`src/hw/rmdc_defs.vh`:
```
// rmdc_defs.vh: register offset, field positions and reset values of the
// reader-mode demodulator configuration block; definitions only.
`ifndef RMDC_DEFS_VH
`define RMDC_DEFS_VH

`define RMDC_CFG_OFFSET     12'h01C
`define RMDC_IQ_MSB         23
`define RMDC_IQ_LSB         21
`define RMDC_TESTF_BIT      20
`define RMDC_RESYNC_BIT     19
`define RMDC_CCLR_BIT       18
`define RMDC_VFOFF_BIT      17
`define RMDC_DBMIN_BIT      16
`define RMDC_SCTH_MSB       15
`define RMDC_SCTH_LSB       12
`define RMDC_PSTH_MSB       11
`define RMDC_PSTH_LSB       8
`define RMDC_SEVAL_BIT      7
`define RMDC_COLL_MSB       6
`define RMDC_COLL_LSB       5

`define RMDC_IQ_BOTH        3'h0
`define RMDC_IQ_ONLY_I      3'h1
`define RMDC_IQ_ONLY_Q      3'h2
`define RMDC_IQ_STRONG      3'h4
`define RMDC_IQ_FIRST       3'h5

`define RMDC_COLL_P12       2'h0
`define RMDC_COLL_P25       2'h1
`define RMDC_COLL_P50       2'h2
`define RMDC_COLL_OFF       2'h3

`define RMDC_RST_IQ         3'h0
`define RMDC_RST_TESTF      1'h0
`define RMDC_RST_RESYNC     1'h1
`define RMDC_RST_CCLR       1'h1
`define RMDC_RST_VFOFF      1'h0
`define RMDC_RST_DBMIN      1'h0
`define RMDC_RST_TH         4'h0
`define RMDC_RST_COLL       2'h0

`endif

```
`src/hw/rmdc_reader_demod_config.v`:
```
// rmdc_reader_demod_config.v: configuration register and control glue of
// the reader-mode receive signal processor, reached over APB.
// assumes demodulator strobes and samples come from logic on clk.
//
// Contract
// - iq field 23:21 picks both, I, Q, stronger or first channel.
// - bit 19 set: resync during start of frame on equal correlation.
// - bit 18 set: correlator cleared whenever the receiver resets.
// - bpsk: bit 17 clear combines 0110 with 1110/0111; set uses 0110.
// - bit 16 set accepts data before first start-of-frame minimum.
// - 4-bit subcarrier detector threshold at bits 15:12.
// - lookup adjustments sign-magnitude, up to three steps, added to fields.
// - 4-bit phase-shift detector threshold at bits 11:8, lookup adjusted.
// - read-only bit 7 shows short correlator evaluation period in use.
// - bits 6:5 collision strength: 12.5, 25 or 50 percent.
//
// The APB interface to the registers is this design's own decision.
`timescale 1ns/100ps
`default_nettype none
`include "rmdc_defs.vh"

module rmdc_reader_demod_config #(
  parameter SW = 8
) (
  input  wire          clk,
  input  wire          reset,
  input  wire          psel,
  input  wire          penable,
  input  wire          pwrite,
  input  wire [11:0]   paddr,
  input  wire [31:0]   pwdata,
  output wire          pready,
  output reg  [31:0]   prdata,
  output reg           pslverr,
  input  wire          rx_reset,
  input  wire          sof_active,
  input  wire          corr_equal,
  input  wire          sof_min,
  input  wire          bpsk_mode,
  input  wire          corr_0110,
  input  wire          corr_1110,
  input  wire          corr_0111,
  input  wire          short_eval_period,
  input  wire          sample_valid,
  input  wire [SW-1:0] i_sample,
  input  wire [SW-1:0] q_sample,
  input  wire          i_detect,
  input  wire          q_detect,
  input  wire          lookup_strobe,
  input  wire [2:0]    lookup_adj_subcarrier,
  input  wire [2:0]    lookup_adj_phase,
  input  wire          coll_valid,
  input  wire [SW-1:0] primary_level,
  input  wire [SW-1:0] secondary_level,
  output reg  [SW-1:0] chan_sample,
  output reg  [1:0]    chan_used,
  output reg           chan_valid,
  output reg           resync_pulse,
  output reg           correlator_clear,
  output reg           bit_corr_valid,
  output reg           data_accept,
  output reg           collision,
  output wire [3:0]    subcarrier_threshold,
  output wire [3:0]    phase_shift_threshold,
  output wire          test_phase_filter
);

  // ***************************************************************
  // register fields
  // ***************************************************************
  reg  [2:0] iq_channel_select;
  reg        test_filt;
  reg        resync_on_equal;
  reg        correlator_clear_on_reset;
  reg        validity_filter_disable;
  reg        data_before_min;
  reg  [3:0] sc_th;
  reg  [3:0] ps_th;
  reg  [1:0] collision_strength;
  reg        ready_q;

  // only one word is mapped; all else is refused
  wire addr_hit = (paddr == `RMDC_CFG_OFFSET);
  wire access   = psel & penable;
  // write takes effect at the edge that samples pready
  wire wr_fire  = access & pready & pwrite & addr_hit;

  assign pready                = ready_q;
  assign subcarrier_threshold  = sc_th;
  assign phase_shift_threshold = ps_th;
  assign test_phase_filter     = test_filt;

  // saturating sign-magnitude add onto a 4-bit threshold
  // a negative step larger than the value clamps at zero
  function [3:0] adj_th;
    input [3:0] cur;
    input [2:0] code;
    reg   [4:0] sum;
    begin
      sum = 5'h00;
      if (code[2]) begin
        if ({3'h0, code[1:0]} > {1'b0, cur})
          adj_th = 4'h0;
        else
          adj_th = cur - {2'h0, code[1:0]};
      end else begin
        sum = {1'b0, cur} + {3'h0, code[1:0]};
        if (sum[4])
          adj_th = 4'hF;
        else
          adj_th = sum[3:0];
      end
    end
  endfunction

  wire [31:0] reg_view = {8'h00,
                          iq_channel_select,
                          test_filt,
                          resync_on_equal,
                          correlator_clear_on_reset,
                          validity_filter_disable,
                          data_before_min,
                          sc_th,
                          ps_th,
                          short_eval_period,
                          collision_strength,
                          5'h00};

  // ***************************************************************
  // apb slave: one wait state, registered read data
  // ***************************************************************
  always @(posedge clk or posedge reset) begin
    if (reset) begin
      ready_q <= 1'b0;
      prdata  <= 32'h00000000;
      pslverr <= 1'b0;
    end else begin
      // pready rises one cycle after the first access cycle
      // and drops again, so a held access sees it toggle every cycle
      ready_q <= access & ~ready_q;
      if (access & ~ready_q) begin
        // unmapped offsets answer with pslverr and read as zero
        pslverr <= ~addr_hit;
        if (~pwrite & addr_hit)
          prdata <= reg_view;
        else
          prdata <= 32'h00000000;
      end
    end
  end

  // ***************************************************************
  // configuration register
  // ***************************************************************
  always @(posedge clk or posedge reset) begin
    if (reset) begin
      iq_channel_select         <= `RMDC_RST_IQ;
      test_filt                 <= `RMDC_RST_TESTF;
      resync_on_equal           <= `RMDC_RST_RESYNC;
      correlator_clear_on_reset <= `RMDC_RST_CCLR;
      validity_filter_disable   <= `RMDC_RST_VFOFF;
      data_before_min           <= `RMDC_RST_DBMIN;
      sc_th                     <= `RMDC_RST_TH;
      ps_th                     <= `RMDC_RST_TH;
      collision_strength        <= `RMDC_RST_COLL;
    end else if (wr_fire) begin
      iq_channel_select         <= pwdata[`RMDC_IQ_MSB:`RMDC_IQ_LSB];
      test_filt                 <= pwdata[`RMDC_TESTF_BIT];
      resync_on_equal           <= pwdata[`RMDC_RESYNC_BIT];
      correlator_clear_on_reset <= pwdata[`RMDC_CCLR_BIT];
      validity_filter_disable   <= pwdata[`RMDC_VFOFF_BIT];
      data_before_min           <= pwdata[`RMDC_DBMIN_BIT];
      sc_th                     <= pwdata[`RMDC_SCTH_MSB:`RMDC_SCTH_LSB];
      ps_th                     <= pwdata[`RMDC_PSTH_MSB:`RMDC_PSTH_LSB];
      collision_strength        <= pwdata[`RMDC_COLL_MSB:`RMDC_COLL_LSB];
    end else if (lookup_strobe) begin
      // bus write above has priority over a lookup step
      // relative lookup adjustment
      sc_th <= adj_th(sc_th, lookup_adj_subcarrier);
      ps_th <= adj_th(ps_th, lookup_adj_phase);
    end
  end

  // ***************************************************************
  // channel selection
  // ***************************************************************
  reg          first_seen;
  reg          first_is_q;
  // both-channel mode averages; carry kept for the halving
  wire [SW:0]  iq_sum    = {1'b0, i_sample} + {1'b0, q_sample};
  wire         q_bigger  = (q_sample > i_sample);
  reg [SW-1:0] next_sample;
  reg [1:0]    next_used;
  reg          next_valid;

  always @* begin
    next_sample = {SW{1'b0}};
    next_used   = 2'h0;
    next_valid  = sample_valid;
    // mode decode, reserved codes give no sample
    case (iq_channel_select)
      `RMDC_IQ_BOTH: begin
        next_sample = iq_sum[SW:1];
        next_used   = 2'h3;
      end
      `RMDC_IQ_ONLY_I: begin
        next_sample = i_sample;
        next_used   = 2'h1;
      end
      `RMDC_IQ_ONLY_Q: begin
        next_sample = q_sample;
        next_used   = 2'h2;
      end
      `RMDC_IQ_STRONG: begin
        next_sample = q_bigger ? q_sample : i_sample;
        next_used   = q_bigger ? 2'h2 : 2'h1;
      end
      `RMDC_IQ_FIRST: begin
        next_sample = first_is_q ? q_sample : i_sample;
        next_used   = first_is_q ? 2'h2 : 2'h1;
        next_valid  = sample_valid & first_seen;
      end
      default: begin
        next_valid  = 1'b0;
      end
    endcase
  end

  always @(posedge clk or posedge reset) begin
    if (reset) begin
      first_seen  <= 1'b0;
      first_is_q  <= 1'b0;
      chan_sample <= {SW{1'b0}};
      chan_used   <= 2'h0;
      chan_valid  <= 1'b0;
    end else begin
      chan_sample <= next_sample;
      chan_used   <= next_used;
      chan_valid  <= next_valid;
      // detect with rx_reset in one cycle relatches: set wins
      if ((i_detect | q_detect) & (~first_seen | rx_reset)) begin
        // first channel latched, I wins a tie
        first_seen <= 1'b1;
        first_is_q <= ~i_detect;
      end else if (rx_reset) begin
        first_seen <= 1'b0;
        first_is_q <= 1'b0;
      end
    end
  end

  // ***************************************************************
  // frame control and correlation outputs
  // ***************************************************************
  reg        min_seen;
  // fraction of the primary level per collision code
  wire [SW-1:0] coll_ref =
    (collision_strength == `RMDC_COLL_P12) ? (primary_level >> 3) :
    (collision_strength == `RMDC_COLL_P25) ? (primary_level >> 2) :
    (primary_level >> 1);

  always @(posedge clk or posedge reset) begin
    if (reset) begin
      min_seen         <= 1'b0;
      resync_pulse     <= 1'b0;
      correlator_clear <= 1'b0;
      bit_corr_valid   <= 1'b0;
      data_accept      <= 1'b0;
      collision        <= 1'b0;
    end else begin
      // minimum and rx_reset in one cycle: the minimum is kept
      if (sof_min)
        min_seen <= 1'b1;
      else if (rx_reset)
        min_seen <= 1'b0;
      data_accept      <= data_before_min | sof_min | (min_seen & ~rx_reset);
      resync_pulse     <= resync_on_equal & sof_active & corr_equal;
      correlator_clear <= correlator_clear_on_reset & rx_reset;
      if (bpsk_mode & ~validity_filter_disable)
        bit_corr_valid <= corr_0110 & (corr_1110 | corr_0111);
      else
        bit_corr_valid <= corr_0110;
      if (collision_strength == `RMDC_COLL_OFF)
        collision <= 1'b0;
      else
        collision <= coll_valid & (secondary_level > coll_ref);
    end
  end

endmodule // rmdc_reader_demod_config

`default_nettype wire

```
`config.mk`:
```
export PLATFORM = sky130hd
export DESIGN_NAME = rmdc_reader_demod_config
export DESIGN_NICKNAME = d
export VERILOG_FILES = /design/src/hw/rmdc_reader_demod_config.v
export VERILOG_INCLUDE_DIRS = /design/src /design/src/hw
export SDC_FILE = /design/constraint.sdc
export NUM_CORES = 1
export LEC_CHECK = 0
export ABC_AREA = 1
export BUFFER_PORTS_ARGS = -buffer_cell sky130_fd_sc_hd__clkbuf_2
export CELL_PAD_IN_SITES_DETAIL_PLACEMENT = 0
export CELL_PAD_IN_SITES_GLOBAL_PLACEMENT = 1
export CORE_ASPECT_RATIO = 1.4
export CORE_MARGIN = 5
export CORE_UTILIZATION = 32
export DETAILED_ROUTE_END_ITERATION = 8
export PLACE_DENSITY_LB_ADDON = 0.1
export SLEW_MARGIN = 20
export SYNTH_ARGS = -nofsm -noshare
export SYNTH_HDL_FRONTEND = slang
export SYNTH_SLANG_ARGS = --single-unit
```
`constraint.sdc`:
```
create_clock -name clk -period 3.45 [get_ports clk]
set_input_delay 0.345 -clock clk [delete_from_list [all_inputs] [get_ports clk]]
set_output_delay 0.345 -clock clk [all_outputs]
set_load 0.05 [all_outputs]
```
==> qor.yml, run 1 <==
critPathMaxFanout: 5
drive_above_1_share: 0.275
overflow: 0
postRouteAntennaNets: 0
setup_viol: 0
die_h_um: 141
required_ns: 3.66
synth_top_cell_by_area: "dfrtp_1"
muxShareOfSynthArea: 0
gp_congestion: 0.792
placeableCoreArea_mm2: 0.0122
grt_pass1_vias: 3674
cts_tree: "built"
ios: 160
routed_wl_um: 11100
relSlewSlack: 0.570
clock.fmax_ghz: 0.510
synth_ff_type: "dfrtp_1"
drv_slew: 0
outcome: "finished clean"
async_reset_ff_frac: 1.00
instances_no_fill: 783
postCtsHoldBufs: 0
drc_errors: 0
yosysWarnings: 0
drtIter0Drc: 115
cts_max_path_buffers: 2
synth_top_family_by_area: "simple AND/OR/NAND/NOR gates"
n_antenna_cell: 0
synthXorXnorAreaFrac: 0.00666
die_area_mm2: 0.0147
antenna_found_initial: 0
netlist_instances: 493
setup_tns_ns: 0
yosys.area_share.simple: 0.234
synth-compound-area-share: 0.155
first_pass_iters: 6
netlist_area_mm2: 0.00395
final_common_cell: "clkbuf_2"
synth_area_per_cell_um2: 8.00
ir_drop_uv: 251
crit_type: "reg2reg"
multiInputGateArea_mm2: 0.00210
rsz0062_at_grt: "false"
ctsResizeCount: 0
critPathArrivalTime_ns: 2.17
powerDensity_mw_per_mm2: 524
layout_common_cells: "clkbuf_2 (131), nand2_1 (107), inv_1 (72), dfrtp_1 (56), nor2_1 (40)"
start_util: 0.324
drt-vias-per-instance: 4.68
clk-insertion-delay-late_ns: 0.32
start_kind: "flip-flop"
fillerInstances: 1310
chipWidth_um: 104
final_nets: 765
final-seq-area_mm2: 0.00145
netlist.area_leader.share: 0.355
placed_cells_incl_taps: 767
syn2layout_area_growth_pct: 27.4
cp-end-kind: "flip-flop"
ys_seq_area_frac: 0.368
io_buffers: 131
rows: 48
hp-class: "in2async"
grt_max_degree: 29
period_share: 0.569
ys_seq_elements: 58
hold_viol_final: 0
clkSinkCount: 58
synth-edff-count: 0
track_usage: 0.153
ys_top_cells_by_area: "dfrtp_1 (36%), nand2_1 (10%), ha_1 (9.8%)"
vias: 3663
cts_root_buf: "clkbuf_16"
wl_per_cell_um: 14.1
worst_slew_pin_slew_ns: 0.644
cts_setup_buffers: 0
power_leakage_nw: 2.79
drv_cap: 0
synth_cell_types: 45
dp.final_hpwl_um: 9000
cts.clk_slew.worst_paths_ns: 0.05
cts_buffers: 9
cts-htree-levels: 3
grt_pass1_wl_um: 18200
synth_fa_ha_area_frac: 0.124
min_period_ns: 1.96
finClkSkew_ns: 0.00388
[final timing paths]
check | startpoint | to | slack, ns | cells past startpoint
max in group asynchronous | reset | correlator_clear_on_reset$_DFFE_PP1P_ | 2.64 | 3
setup reg to reg | collision_strength[0]$_DFFE_PP0P_ | collision$_DFF_PP0_ | 1.49 | 11
hold / removal | reset | chan_used[1]$_DFF_PP0_ | 0.09 | 2
hold reg to reg | min_seen$_DFFE_PP0P_ | min_seen$_DFFE_PP0P_ | 0.48 | 2
setup / recovery | collision_strength[0]$_DFFE_PP0P_ | collision$_DFF_PP0_ | 1.49 | 11
min in group clk | bpsk_mode | bit_corr_valid$_DFF_PP0_ | 0.20 | 2
[layout make-up]
type	count	share of cell area
repair buffers	133	0.133
inverters	76	0.0568
clock buffers	12	0.0510
clock inverters	4	0.0147
multi-input cells	350	0.417
well taps	150	0.0373
flip-flops and latches	58	0.289
[power by group]
part / switching [mW] / internal [mW]
Sequential: 0.0762 / 0.731
Clock: 0.316 / 0.672
Combinational: 0.571 / 0.266
[through the flow]
stage | utilization | total power, mW | worst slack (ns) | cell area (um^2) | hold slack [ns]
final | 0.412 | 2.63 | 1.49 | 5030 | 0.0900
after global routing | 0.412 | 2.80 | 1.29 | 5030 | 0.146
after CTS | 0.412 | 2.68 | 1.45 | 5030 | 0.108
after detailed placement | 0.385 | 1.67 | 1.11 | 4700 | 0.463
after global placement | 0.385 | 1.66 | 1.15 | 4700 | 0.450
after floorplan | - | 1.44 | 1.39 | 3990 | 0.437
[sequential cells by signal (all words and copies together) (netlist names), 2 cells and up]
signal	flops
prdata	19
chan_sample	8
chan_used	2
phase_shift_threshold	4
iq_channel_select	3
collision_strength	2
subcarrier_threshold	4
[kinds of logic after synthesis]
family	after synthesis
compound gates	93
xor+xnor	3
fa+ha+maj	36
buf+inv	97
flops	58
other cells	1
simple gates	205
[critical path, stage by stage, from the launching register on]
cell and delay, ns:
dfrtp_1 0.34, inv_1 0.09, nor2_1 0.17, inv_1 0.12
o22ai_1 0.13, inv_1 0.06, ha_1 0.29, a21o_1 0.19
a211oi_1 0.28, nand2_1 0.09, nand2_1 0.06, nor2_1 0.04
[synth_stat cells (2+ instances only)]
library cell and instances:
o22ai_1 3, o211ai_1 3, a31oi_1 2, dfrtp_1 56
buf_2 3, nand2_1 107, nor2_2 3, a21o_1 2
o31ai_2 9, o21ai_1 6, o31ai_1 10, nand2_4 2
nor2_1 40, inv_2 3, nand4_1 3, fa_1 5
nand3_1 35, dfstp_2 2, nor3_1 4, a21oi_1 27
o21ai_0 19, a211oi_1 2, o221ai_1 4, o21a_1 2
or2_0 2, ha_1 31, clkbuf_1 2, buf_4 13
buf_6 3, xnor2_1 2, inv_1 73, o21bai_1 2
[routing by layer]
metal  GRT usage  vias to the layer above  routed length (um)
met5           0                        -                   0
met4      0.0491                        0                 154
met3      0.0401                       11                 613
met2       0.283                       95                5950
met1       0.169                     1691                4350
li1            -                     1866                   -
(Power assumes the default switching activity.)
==> run 2, diff against run 1 <==
- CORE_UTILIZATION: 32 -> 31
- clock period: 3.45 -> 1.7 ns (I/O delays scaled with it)
==> run 2 against run 1 <==
Compared with the run above: the run now ends with setup timing left; via count rose by 5.0%; routed wire length rose by 8.0%; setup slack got worse by 1.5 ns; flip-flop and latch count did not move; critical path depth rose by 1; largest power group is now combinational logic.
==> qor.yml, run 2 (synthesis gave the netlist of run 1 again) <==
worst_slack_ns: -0.0439  # -1.53 ns
syn2layout_area_growth_pct: 40.4
cts_root_buf: "clkbuf_16"
switching_share: 0.381  # +0.0148
cts_max_path_buffers: 2  # unchanged
period_share: 1.03  # +0.457
critPathMaxFanout: 2  # -3
final_nets: 805  # +5.2%
required_ns: 1.95  # -1.71 ns
hp-start: "bpsk_mode"
drc_errors: 0  # unchanged
drv_cap: 0  # unchanged
start_util: 0.317  # -0.00625
clk-insertion-delay-late_ns: 0.32  # about the same
cp-end-kind: "flip-flop"
outcome: "finished with violations"
slowest_stage: "dfrtp_1"
ir_drop_uv: 428  # +71%
gp_congestion: 0.804  # +1.4%
first_pass_iters: 4  # -2
timing.rr.start: "collision_strength[0]$_DFFE_PP0P_"
grt_pass1_vias: 4057  # +10%
powerDensity_mw_per_mm2: 1000  # +91%
share_comb_of_total_power: 0.388  # +0.070
start_kind: "flip-flop"
regMostFlops: "prdata"
clock.fmax_ghz: 0.573  # +13%
dp.final_hpwl_um: 9460  # +5.1%
worstSetupStartpoint: "collision_strength[0]$_DFFE_PP0P_"
post-route-util: 0.446  # +0.0335
critPathArrivalTime_ns: 2.00  # -0.17 ns
track_usage: 0.162  # +0.00934
drive_above_1_share: 0.395  # +0.120
hp-class: "in2reg"
drtIter0Drc: 65  # -43%
path_delay_family: "flip-flops"
cts.clk_slew.worst_paths_ns: 0.05  # about the same
p_seq_frac: 0.303  # -0.004
chipWidth_um: 105  # +1.4%
drv_slew: 0  # unchanged
cts-htree-levels: 3  # unchanged
path_common_cell: "nand2_1"
die_area_mm2: 0.0151  # +3.0%
rows: 48  # unchanged
overflow: 0  # unchanged
violations: "setup timing"
largest_registers: "prdata x19, chan_sample x8"
worstPathCellList: "inv_2, nor2_4, buf_6, nand2_2, o221ai_2, ha_1, a21oi_1, o31ai_2, nand2_1, nand2_1, nand2_1, nor2_1"
io_buffers: 131  # unchanged
clkSinkCount: 58  # unchanged
postRouteAntennaNets: 0  # unchanged
antenna_found_initial: 0  # unchanged
p_int_mw: 3.44  # +110%
cts_tree: "built"
routed_wl_um: 12000  # +8.0%
hold_viol_final: 0  # unchanged
layout_common_cells: "clkbuf_2 (131), nand2_1 (101), inv_1 (61), dfrtp_1 (51), buf_4 (38)"
vias: 3845  # +5.0%
rsz0062_at_grt: "true"
grt_pass1_wl_um: 19300  # +6.2%
finClkSkew_ns: 0.0108  # +0.00688 ns
setup_viol: 1  # +1
largest_reg_flops: 19  # unchanged
final_common_cell: "clkbuf_2"
ios: 160  # unchanged
min_period_ns: 1.74  # -0.219 ns
drt-vias-per-instance: 4.67  # -0.13%
power.switching_mw: 2.12  # +120%
placeableCoreArea_mm2: 0.0124  # +2.0%
grt_max_degree: 59  # +100%
clkPwrFrac: 0.308  # -0.067
power_leakage_nw: 2.99  # +6.9%
die_h_um: 144  # +1.5%
setup_tns_ns: -0.0439  # -0.0439 ns
cts_buffers: 9  # unchanged
crit_type: "reg2reg"
path_buf_inv: 2  # -1
critical-path-max-stage-delay_ns: 0.41  # +0.07 ns
n_antenna_cell: 0  # unchanged
wl_per_cell_um: 14.5  # +2.8%
-- run 2: cell types whose count changed in the layout (fill, tap and decap cells not counted), sizes merged --
| cell | delta |
|---|---|
| clkinv | -2 |
| clkbuf | +3 |
| buf | +39 |
| dlygate4sd3 | +1 |
| inv | -1 |
| bufinv | -2 |
| clkinvlp | +2 |
-- run 2: metrics by stage --
| step | std cells | hold WS (ns) | area [um^2] | power, mW | setup slack, ns |
|---|---|---|---|---|---|
| 6_report | 823 | 0.0379 | 5540 | 5.56 | -0.0439 |
| 5_1_grt | 823 | 0.0426 | 5540 | 5.92 | -0.142 |
| 4_1_cts | 817 | 0.0258 | 5330 | 5.37 | -0.0602 |
| 3_5_place_dp | 796 | 0.252 | 4970 | 3.51 | -0.0958 |
| 3_3_place_gp | 796 | 0.250 | 4970 | 3.51 | -0.108 |
| 2_1_floorplan | 505 | 0.273 | 4030 | 2.97 | -0.0804 |
-- run 2: repair_timing --
action                                  in CTS  in global routing
buffers inserted                             4                  6
hold buffers                                 1                  0
endpoints found under the hold margin       56                  0
resized for setup                           12                 44
pin swaps                                    8                 33
endpoints found under the setup margin       4                  9
-- run 2: routing by layer --
metal  track usage  routed length, um  vias up
met5             0                  0        -
met4        0.0504                172        0
met3        0.0382                514       13
met2         0.318               6660       80
met1         0.169               4610     1804
li1              -                  -     1948
-- run 2: final timing paths --
kind / end / slack, ns / depth (start not counted)
setup / recovery: collision$_DFF_PP0_ / -0.04 / 12
hold / removal: bit_corr_valid$_DFF_PP0_ / 0.04 / 2
max in group asynchronous: resync_on_equal$_DFFE_PP1P_ / 0.94 / 4
setup reg to reg: collision$_DFF_PP0_ / -0.04 / 12
hold reg to reg: min_seen$_DFFE_PP0P_ / 0.47 / 2
min in group asynchronous: subcarrier_threshold[3]$_DFFE_PP0P_ / 0.45 / 4
-- run 2: area by class of cell --
cell class | count | area [um^2]
Clock buffer | 15 | 278
Clock inverter | 1 | 7.51
Fill cell | 1296 | 6890
Inverter | 76 | 294
Multi-Input combinational cell | 350 | 2320
Sequential cell | 58 | 1460
Tap cell | 150 | 188
Timing Repair Buffer | 173 | 993
-- run 2: power by group through the flow --
stage	clock (mW)	sequential [mW]	combinational (mW)
2_1_floorplan	0	1.95	1.03
3_3_place_gp	0	1.68	1.83
3_5_place_dp	0	1.68	1.83
4_1_cts	1.77	1.66	1.94
5_1_grt	1.82	1.71	2.39
6_report	1.71	1.69	2.16
